--- src/rtl/sdp_consts.vh ---
// Constants for the SRAM data-port and burst-order block
// Summary of operation
// RULE1: Read data is the captured address's contents
// RULE2: Output enable low drives data and parity
// RULE3: Output enable high releases data and parity
// RULE4: Write data phase forces outputs off
// RULE5: First cycle after deselect forces outputs off
// RULE6: Deselected device keeps outputs off
// RULE7: Parity lines behave exactly like data lines
// RULE8: Each parity bit follows its lane select
// RULE9: Strap low gives linear burst order
// RULE10: Strap high or open gives interleaved order
// RULE11: System keeps burst strap static while operating
// RULE12: Controller drives byte write gate low
// RULE13: Sleep request held low for normal operation
// RULE14: Store byte and parity only when selected
`ifndef SDP_CONSTS_VH
`define SDP_CONSTS_VH
`define SDP_LANES       4
`define SDP_LANE_BITS   8
`define SDP_ADDR_BITS   21
`define SDP_BURST_LIN   1'b0
`define SDP_BURST_INT   1'b1
`define SDP_RD_RST      36'h0_0000_0000
`endif

--- src/rtl/sdp_data_port.v ---
// Data/parity port, tri-state control and burst order of a flow-through SRAM
`timescale 1ns/10ps
`include "sdp_consts.vh"
module sdp_data_port #(
  parameter LANES = `SDP_LANES,
  parameter LBITS = `SDP_LANE_BITS,
  parameter ABITS = `SDP_ADDR_BITS
) (
  // Clock and reset
  input  wire                     SYS_CLK_I,
  input  wire                     RESET_N_I,
  // Sequencer status from the device core
  input  wire                     DESELECTED_I,
  input  wire                     WRITE_PHASE_I,
  input  wire                     READ_PHASE_I,
  input  wire [ABITS-1:0]         CAPTURED_ADDR_I,
  input  wire                     BURST_START_I,
  input  wire                     BURST_ADVANCE_I,
  // Pins
  input  wire                     OUT_ENABLE_N_I,
  input  wire [LANES-1:0]         LANE_WRITE_SELECT_N_I,
  input  wire                     BURST_ORDER_I,
  input  wire [LANES*LBITS-1:0]   DATA_I,
  input  wire [LANES-1:0]         PARITY_LINES_I,
  output wire [LANES*LBITS-1:0]   DATA_O,
  output wire [LANES-1:0]         PARITY_LINES_O,
  output wire [LANES*LBITS-1:0]   DATA_OE_O,
  output wire [LANES-1:0]         PARITY_LINES_OE_O,
  // Memory array side
  output reg  [ABITS-1:0]         BURST_ADDR_O,
  output reg  [LANES-1:0]         LANE_STORE_O,
  output reg  [LANES*LBITS-1:0]   STORE_DATA_O,
  output reg  [LANES-1:0]         STORE_PARITY_O,
  input  wire [LANES*LBITS-1:0]   ARRAY_DATA_I,
  input  wire [LANES-1:0]         ARRAY_PARITY_I
);

  // ----------------------------------------------------------------
  // Pin synchronisers
  // ----------------------------------------------------------------
  reg  [1:0]       oe_n_sync_q;
  reg  [1:0]       order_sync_q;
  reg              desel_d1_q;
  reg  [1:0]       burst_cnt_q;
  reg  [ABITS-1:0] base_addr_q;
  reg  [LANES*LBITS-1:0] rd_data_q;
  reg  [LANES-1:0]       rd_par_q;
  wire             drive_en;
  wire [1:0]       burst_step;
  wire [1:0]       burst_lo;

  // Reset value 1 on both: outputs off, interleaved order as with the pull-up
  always @(posedge SYS_CLK_I or negedge RESET_N_I) begin
    if (!RESET_N_I) begin
      oe_n_sync_q  <= 2'h3;
      order_sync_q <= 2'h3;
      desel_d1_q   <= 1'b1;
    end else begin
      oe_n_sync_q  <= {oe_n_sync_q[0], OUT_ENABLE_N_I};
      order_sync_q <= {order_sync_q[0], BURST_ORDER_I};
      desel_d1_q   <= DESELECTED_I;
    end
  end

  // ----------------------------------------------------------------
  // Output drive decision
  // ----------------------------------------------------------------
  // One shared enable keeps data and parity lanes in lock-step
  assign drive_en = !oe_n_sync_q[1]     // RULE2 RULE3
                  && !WRITE_PHASE_I     // RULE4
                  && !desel_d1_q        // RULE5
                  && !DESELECTED_I;     // RULE6
  assign DATA_O            = rd_data_q;
  assign PARITY_LINES_O    = rd_par_q;                  // RULE7
  assign DATA_OE_O         = {(LANES*LBITS){drive_en}};
  assign PARITY_LINES_OE_O = {LANES{drive_en}};         // RULE7

  // ----------------------------------------------------------------
  // Burst address generation
  // ----------------------------------------------------------------
  // Strap is only sampled, never latched: it is expected to stay static
  // The step is the count after this advance, so the first advance moves on
  assign burst_step = burst_cnt_q + 2'h1;
  assign burst_lo = (order_sync_q[1] == `SDP_BURST_LIN) ?
                    (base_addr_q[1:0] + burst_step) :      // RULE9
                    (base_addr_q[1:0] ^ burst_step);       // RULE10 RULE11

  always @(posedge SYS_CLK_I or negedge RESET_N_I) begin
    if (!RESET_N_I) begin
      base_addr_q  <= {ABITS{1'b0}};
      burst_cnt_q  <= 2'h0;
      BURST_ADDR_O <= {ABITS{1'b0}};
    end else begin
      if (BURST_START_I) begin
        base_addr_q  <= CAPTURED_ADDR_I;
        burst_cnt_q  <= 2'h0;
        BURST_ADDR_O <= CAPTURED_ADDR_I;
      end else if (BURST_ADVANCE_I) begin
        burst_cnt_q  <= burst_step;
        BURST_ADDR_O <= {base_addr_q[ABITS-1:2], burst_lo};
      end
    end
  end

  // ----------------------------------------------------------------
  // Read capture and per-lane write store
  // ----------------------------------------------------------------
  always @(posedge SYS_CLK_I or negedge RESET_N_I) begin
    if (!RESET_N_I) begin
      rd_data_q <= {(LANES*LBITS){1'b0}};
      rd_par_q  <= {LANES{1'b0}};
    end else if (READ_PHASE_I) begin
      rd_data_q <= ARRAY_DATA_I;      // RULE1
      rd_par_q  <= ARRAY_PARITY_I;    // RULE1 RULE7
    end
  end

  genvar g;
  generate
    for (g = 0; g < LANES; g = g + 1) begin : g_lane
      always @(posedge SYS_CLK_I or negedge RESET_N_I) begin
        if (!RESET_N_I) begin
          LANE_STORE_O[g]                 <= 1'b0;
          STORE_DATA_O[g*LBITS +: LBITS]  <= {LBITS{1'b0}};
          STORE_PARITY_O[g]               <= 1'b0;
        end else begin
          LANE_STORE_O[g] <= WRITE_PHASE_I && !LANE_WRITE_SELECT_N_I[g];  // RULE8 RULE14
          STORE_DATA_O[g*LBITS +: LBITS] <= DATA_I[g*LBITS +: LBITS];
          STORE_PARITY_O[g] <= PARITY_LINES_I[g];                        // RULE7 RULE8
        end
      end
    end
  endgenerate

endmodule // sdp_data_port

--- config.mk ---
export PLATFORM = sky130hd
export DESIGN_NAME = sdp_data_port
export DESIGN_NICKNAME = d
export VERILOG_FILES = /design/src/rtl/sdp_data_port.v
export VERILOG_INCLUDE_DIRS = /design/src /design/src/rtl
export SDC_FILE = /design/constraint.sdc
export NUM_CORES = 1
export LEC_CHECK = 0
export ABC_CLOCK_PERIOD_IN_PS = 4400
export BUFFER_PORTS_ARGS = -buffer_cell sky130_fd_sc_hd__buf_2
export CAP_MARGIN = 20
export CORE_MARGIN = 2
export CORE_UTILIZATION = 40
export CTS_CLUSTER_SIZE = 25
export DETAILED_ROUTE_END_ITERATION = 8
export GPL_TIMING_DRIVEN = 0
export PLACE_DENSITY = 0.82
export SLEW_MARGIN = 30
export SYNTH_ARGS = -nofsm -noshare
export SYNTH_HDL_FRONTEND = slang
export SYNTH_SLANG_ARGS = --single-unit
--- constraint.sdc ---
create_clock -name SYS_CLK_I -period 4.4 [get_ports SYS_CLK_I]
set_input_delay 0.66 -clock SYS_CLK_I [delete_from_list [all_inputs] [get_ports SYS_CLK_I]]
set_output_delay 0.66 -clock SYS_CLK_I [all_outputs]
set_load 0.005 [all_outputs]
Word level (Yosys, flattened, before mapping). Cells that the tools add are included.

Register bits: 125. Latch bits: 0. Bits in writable memories: 0. Bits in read-only memories: 0. Output and inout bits: 133. Logic and storage cells: 44. Memories: 0.

Add/sub/neg operators: 2. Multipliers: 0. Div/mod/pow operators: 0. Order comparisons: 0. Equal/unequal tests: 0. Shifts and indexed selects: 0. Muxes and demuxes: 5. Bitwise logic cells: 1. Reduce and logical (&&, ||, !) cells: 16.

Operators with widths (count): 21-bit two-way mux (2); 1-bit zero test (8); 1-bit logical AND (7); 2-bit two-way mux (3); 2-bit by 1-bit adder with 2-bit output (second input constant) (1); 2-bit adder (1); 2-bit nonzero test (1); 2-bit XOR (1).

Longest topological paths before layout. Gate-level depths: netlist (run 1).

Depth after elaboration: 5. Depth in mapped cells: 6. Depth with buffers taken out: 6.

Least setup slack after synthesis (run 1). OpenSTA, ideal clock, no wires.

Kind: input to output. From: input port WRITE_PHASE_I. To: output port DATA_OE_O[0]. Data arrival time: 3732 ps. Data required time: 3740 ps. Slack: 8 ps. Stages: 2. Path buffers: 1. Path through: nor4_1 > buf_4.

Cells in the longest elaborated chain, start to end: 4.

Ends and longest elaborated chain: start: declaration (line sdp_data_port.v:14) `input wire WRITE_PHASE_I,`; 1-bit zero test (line sdp_data_port.v:70) `&& !WRITE_PHASE_I`; 1-bit logical AND (line sdp_data_port.v:70); 1-bit logical AND (line sdp_data_port.v:71) `&& !desel_d1_q`; 1-bit logical AND (line sdp_data_port.v:72) `&& !DESELECTED_I;`; end: declaration (line sdp_data_port.v:27) `output wire [LANES*LBITS-1:0] DATA_OE_O,`.

Every way passes these cells.

Final worst setup path (run 1).
From: input port WRITE_PHASE_I. To: output port PARITY_LINES_OE_O[1].

Cells in the longest elaborated chain, start to end: 4.

Ends and longest elaborated chain: 1-bit zero test (line sdp_data_port.v:70); 1-bit logical AND (line sdp_data_port.v:70); 1-bit logical AND (line sdp_data_port.v:71); 1-bit logical AND (line sdp_data_port.v:72); end: declaration (line sdp_data_port.v:28) `output wire [LANES-1:0] PARITY_LINES_OE_O,`.

Every way passes these cells.

==> results of run 1 <==
[cell usage after synthesis]
cell     instances  area share [%]
mux2_4          10             3.3
nand2_1          3            0.25
or2_1            1            0.14
nor2b_1          5            0.69
xor2_1           1            0.19
dfrtp_1        120              66
buf_2            6            0.66
nor2_1           2            0.17
buf_6            2            0.50
ha_1             1            0.28
mux2_2          64              16
xnor2_1          2            0.39
buf_12           1            0.44
inv_1            3            0.25
xnor3_1          1            0.50
nor4_1           1            0.14
o21ai_0          4            0.44
dfstp_2          5             2.9
buf_4           36             6.0
mux2i_1          2            0.44
[area by class of cell]
class,count,area (µm²)
well taps,140,175
repair buffers,240,1230
clock inverters,14,209
flip-flops and latches,125,3130
fillers,849,4350
inverters,3,11.3
multi-input cells,97,1040
plain buffers,45,343
clock buffers,18,439
[layout by cell type, fill, tap and decap left out, drive strengths merged, types with 3 or more instances in the layout]
cell      netlist  final
o21ai           4      4
dfstp           5      5
mux2           74     74
clkbuf          0     18
inv             3      7
clkinvlp        0      3
dfrtp         120    120
bufinv          0      4
nor2b           5      5
buf            45    285
clkinv          0      3
nand2           3      3
[power by group through the flow]
stage / Combinational, µW / Clock, µW / Sequential (µW)
2_1_floorplan: 136 / 0 / 1320
3_3_place_gp: 315 / 0 / 1310
3_5_place_dp: 330 / 0 / 1320
4_1_cts: 332 / 1530 / 1300
5_1_grt: 360 / 1590 / 1310
6_report: 324 / 1510 / 1300
[per-layer routing]
| layer | vias up | GRT usage [%] | wire (µm) |
|---|---|---|---|
| li1 | 1390 | - | - |
| met1 | 1478 | 18.7 | 3770 |
| met2 | 134 | 29.1 | 5420 |
| met3 | 11 | 8.11 | 838 |
| met4 | 0 | 7.05 | 182 |
| met5 | - | 0 | 0 |
[critical path, stage by stage]
cell and delay [ns]:
buf_2 0.12, nor4_2 0.50, buf_2 0.30, buf_2 0.24, buf_2 0.25, buf_4 0.13, buf_2 0.10
[metrics by stage]
step	total power [µW]	util, %	setup TNS [ns]	hold WS [ns]
3_3_place_gp	1620	53.8	-16.78	0.347
5_1_grt	3260	60.2	0	0.161
3_5_place_dp	1650	54.3	0	0.350
4_1_cts	3160	60.2	0	0.162
2_1_floorplan	1460	-	0	0.345
6_report	3130	60.2	0	0.162
[final timing paths]
| kind | end | slack [ns] | cells past startpoint |
|---|---|---|---|
| max | PARITY_LINES_OE_O[1] | 1.43 | 7 |
| min | BURST_ADDR_O[17] | 0.16 | 1 |
| max reg2reg | BURST_ADDR_O[1] | 2.91 | 6 |
| min reg2reg | oe_n_sync_q[1] | 0.36 | 0 |
| max in group asynchronous | DATA_O[8] | 3.56 | 2 |
| min in group SYS_CLK_I | order_sync_q[0] | 0.35 | 1 |
[cells by family (layout without fill, tap and decap cells)]
family                     Yosys count  count (layout)  synth area share, %
buffers and inverters               48             320                 7.83
xor gates and xnor gates             4               4                 1.08
DFF                                125             125                 69.3
adders and majority gates            1               1                0.277
AOI/OAI and AO/OA                    4               4                0.443
and+or+nand+nor                     12              12                 1.38
muxes                               76              76                 19.7
[state kept, by name, indices dropped and copies added, names as in the netlist, 4 cells and up]
register / cells
LANE_STORE_O: 4
DATA_O: 32
BURST_ADDR_O: 21
base_addr_q: 21
STORE_DATA_O: 32
PARITY_LINES_O: 4
STORE_PARITY_O: 4
==> impl_metrics.ini, run 1 <==
[critical_path]
crit_arrival_ns = 2.31
crit_required_ns = 3.74
crit_start = WRITE_PHASE_I
path_class = in -> out
worstPathMaxFanout = 11
r2r-start = burst_cnt_q[0]
worstSetupStartpointType = input pin
worst_setup_path_end_kind = primary output

[routing]
first_pass_iters = 4
drt_iter0_drc = 87
wl_um = 10200
drcViolationCount = 0
num_vias = 3013
avgViaCountPerCell = 4.42
ant_nets = 0
routedWlPerCell_um = 15.0

[logic_synthesis]
yosysUniqueCellTypes = 20
synth_seq_area_share_pct = 69.3
syn_area_mm2 = 0.00452
syn-num-nets = 377
ys_warn_count = 0
syn_area_per_cell_um2 = 16.8
ys_ff_latch = 125
syn_inst = 270

[power_and_ir_drop]
power_per_cell_area_mw_per_mm2 = 475
power.switching_uw = 707
ir_worst_vdd_v = 0.000408
combPwrFrac_pct = 10.4
pwr-share-clk_pct = 48.2
static-leakage-power_uw = 0.00345
p_int_uw = 2420
switching_share_pct = 22.6
seqPwrFrac_pct = 41.5

[timing]
worst_slack_ns = 1.43
rsz0062_at_grt = false
slew_headroom_pct = 66.8
fmax_ghz = 0.337
finalHoldViolCount = 0
drv_slew = 0
worstMarginPinSlew_ns = 0.494
setup_violations = 0
fin_crit_sh_pct = 67.5
finalCriticalPeriod_ns = 2.97
skew_ns = 0.00334

[place]
dp_slack_ns = 1.45
gp_congestion = 0.721
placed_area_mm2 = 0.00594
io_buffer_count = 236
dp_hpwl_um = 7660
dpl.cell_count = 650

[final_layout]
drive_above_1_share_pct = 73.2
fin_cells = 682
nNetsFinal = 636
antenna_cells = 0
final_cell_area_mm2 = 0.00659
area_growth_syn_to_layout_pct = 45.6

[die]
die_height_um = 110
initial_utilization_pct = 41.4
die_w_um = 110
die-area_mm2 = 0.0122
rows = 38
io_pins = 239
coreArea_mm2 = 0.0109

[clocking]
clk_pin_slew_ns = 0.06
clock_path_buffers = 2
cts_htree_levels = 4
clock_sinks = 125
root_buffer = clkbuf_16
post-cts-setup-buffers = 0
clk_latency_ns = 0.40
cts_buffers = 17
cts_resized = 0
hold_buffers = 0
cts_tree = done

[global_routing]
grt_pass1_wl_um = 15500
grt_overflow = 0
antenna_found_initial = 0
grt_max_degree = 74
grt.total_usage_pct = 17.2
grt_pass1_vias = 3206

[hold_path]
holdCritPathClass = in -> async

[flow_run]
max_cap_violations = 0

[status]
outcome = finished clean
Note: power is estimated with default switching activity, not from simulation.
==> run 2: changes to the inputs <==
Settings changed: ABC_CLOCK_PERIOD_IN_PS 4400 to 2750, CORE_UTILIZATION 40 to 45, PLACE_DENSITY 0.82 to 0.87.
Clock period 4.4 ns to 2.75 ns, I/O delays scaled along.
==> impl_metrics.ini, run 2 (synthesized netlist as in run 1, its figures left out) <==
[timing]
finalCriticalPeriod_ns = 2.12
setup_violations = 0
slew_headroom_pct = 65.5
skew_ns = 0.00515
fin_crit_sh_pct = 77.3
finalHoldViolCount = 0
rsz0062_at_grt = false
final.setup.tns_ns = 0
drv_slew = 0
worst_slack_ns = 0.625
worstMarginPinSlew_ns = 0.518
fmax_ghz = 0.471

[routing]
avgViaCountPerCell = 4.61
first_pass_iters = 4
routedWlPerCell_um = 16.5
ant_nets = 0
drt_iter0_drc = 119
drcViolationCount = 0
wl_um = 11600
num_vias = 3249

[clocking]
clock_path_buffers = 2
cts_buffers = 17
clock_sinks = 125
clk_pin_slew_ns = 0.06
post-cts-setup-buffers = 0
cts_htree_levels = 4
cts_tree = done
clk_latency_ns = 0.50
cts_resized = 0
root_buffer = clkbuf_8

[power_and_ir_drop]
static-leakage-power_uw = 0.00355
power_per_cell_area_mw_per_mm2 = 711
seqPwrFrac_pct = 42.8
power.switching_uw = 1200
ir_worst_vdd_v = 0.000560
p_int_uw = 3660
switching_share_pct = 24.7
pwr-share-clk_pct = 45.5
combPwrFrac_pct = 11.7

[status]
outcome = finished clean

[critical_path]
crit_start = oe_n_sync_q[1]
crit_required_ns = 2.34
slowest_delay_ns = 0.37
slowest_stage = dfstp_2
worstSetupStartpointType = register
path_class = reg -> out
r2r-start = burst_cnt_q[0]
worst_setup_path_end_kind = primary output
worstPathMaxFanout = 17
cpMostUsedCell = buf_4
crit_arrival_ns = 1.71
crit_path_cell_trace = nor4_4 > buf_4 > buf_4 > buf_2

[final_layout]
antenna_cells = 0
layout_common_cells = 241 x buf_2, 120 x dfrtp_1, 64 x mux2_2, 38 x buf_4, 31 x dlygate4sd3_1
nNetsFinal = 666
drive_above_1_share_pct = 69.2
area_growth_syn_to_layout_pct = 51.2
num-fill-cells = 637
layout_commonest_cell = buf_2

[global_routing]
grt_max_degree = 68
grt_pass1_wl_um = 18600
grt_overflow = 0
grt_pass1_vias = 3579
antenna_found_initial = 0
grt.total_usage_pct = 22.3

[flow_run]
max_cap_violations = 0

[hold_path]
min-delay-start = DATA_I[17]
holdCritPathClass = in -> reg

[place]
io_buffer_count = 236
dp_slack_ns = 0.937
dp_hpwl_um = 7790
gp_congestion = 0.741

[die]
coreArea_mm2 = 0.00977
rows = 36
die-area_mm2 = 0.0109
die_height_um = 104
io_pins = 239
die_w_um = 104
initial_utilization_pct = 46.3
==> run 2: through the flow <==
stage          instances  utilization, %  instance area, µm²  power (µW)  hold WS, ns
4_1_cts              698            69.2                6770        4870     0.000235
5_1_grt              705            70.0                6840        5050     -0.00297
3_3_place_gp         639            60.1                5880        2600        0.346
3_5_place_dp         642            60.8                5940        2640        0.347
6_report             705            70.0                6840        4860       0.0241
2_1_floorplan        270               -                4530        2330        0.117
==> run 2: per-layer routing <==
| metal | vias up | global-route usage (%) | wire [µm] |
|---|---|---|---|
| met5 | - | 0 | 0 |
| met4 | 0 | 9.36 | 348 |
| met3 | 25 | 8.21 | 992 |
| met2 | 180 | 39.2 | 6130 |
| met1 | 1590 | 24.2 | 4160 |
| li1 | 1454 | - | - |
==> run 2: layout make-up <==
cell class,instances,area (µm²),share of cell area [%]
sequential,125,3130,45.8
timing repair buffer,270,1540,22.6
multi-input combinational,97,1050,15.4
clock buffer,17,414,6.06
buffer,45,343,5.01
clock inverter,15,175,2.56
tap,133,166,2.43
inverter,3,11.3,0.165
==> run 2: worst paths after layout <==
| kind | slack [ns] | end | cells past startpoint |
|---|---|---|---|
| worst min-delay path | 0.02 | STORE_DATA_O[17] | 1 |
| worst max register to register | 1.25 | BURST_ADDR_O[1] | 6 |
| worst min register to register | 0.35 | oe_n_sync_q[1] | 0 |
| max in group asynchronous | 1.64 | DATA_O[31] | 3 |
| min in group asynchronous | 0.45 | base_addr_q[15] | 2 |
| worst max-delay path | 0.63 | DATA_OE_O[18] | 4 |
==> run 2: what timing repair did <==
action / CTS / global route
setup endpoints to repair: 0 / 0
hold buffers: 24 / 7
hold endpoints to repair: 84 / 7
==> run 2: worst max-delay path: cells and delay by family, from the launching register on <==
family        cells  cell delay, ns
simple gates      1            0.32
buf+inv           3            0.53
flops             1            0.37
==> run 2: power groups by stage <==
stage | Sequential (µW) | Clock [µW] | Combinational (µW)
after detailed placement | 2110 | 0 | 532
after global placement | 2100 | 0 | 502
final | 2080 | 2210 | 568
after CTS | 2080 | 2230 | 561
after floorplan | 2110 | 0 | 216
after global routing | 2100 | 2340 | 619
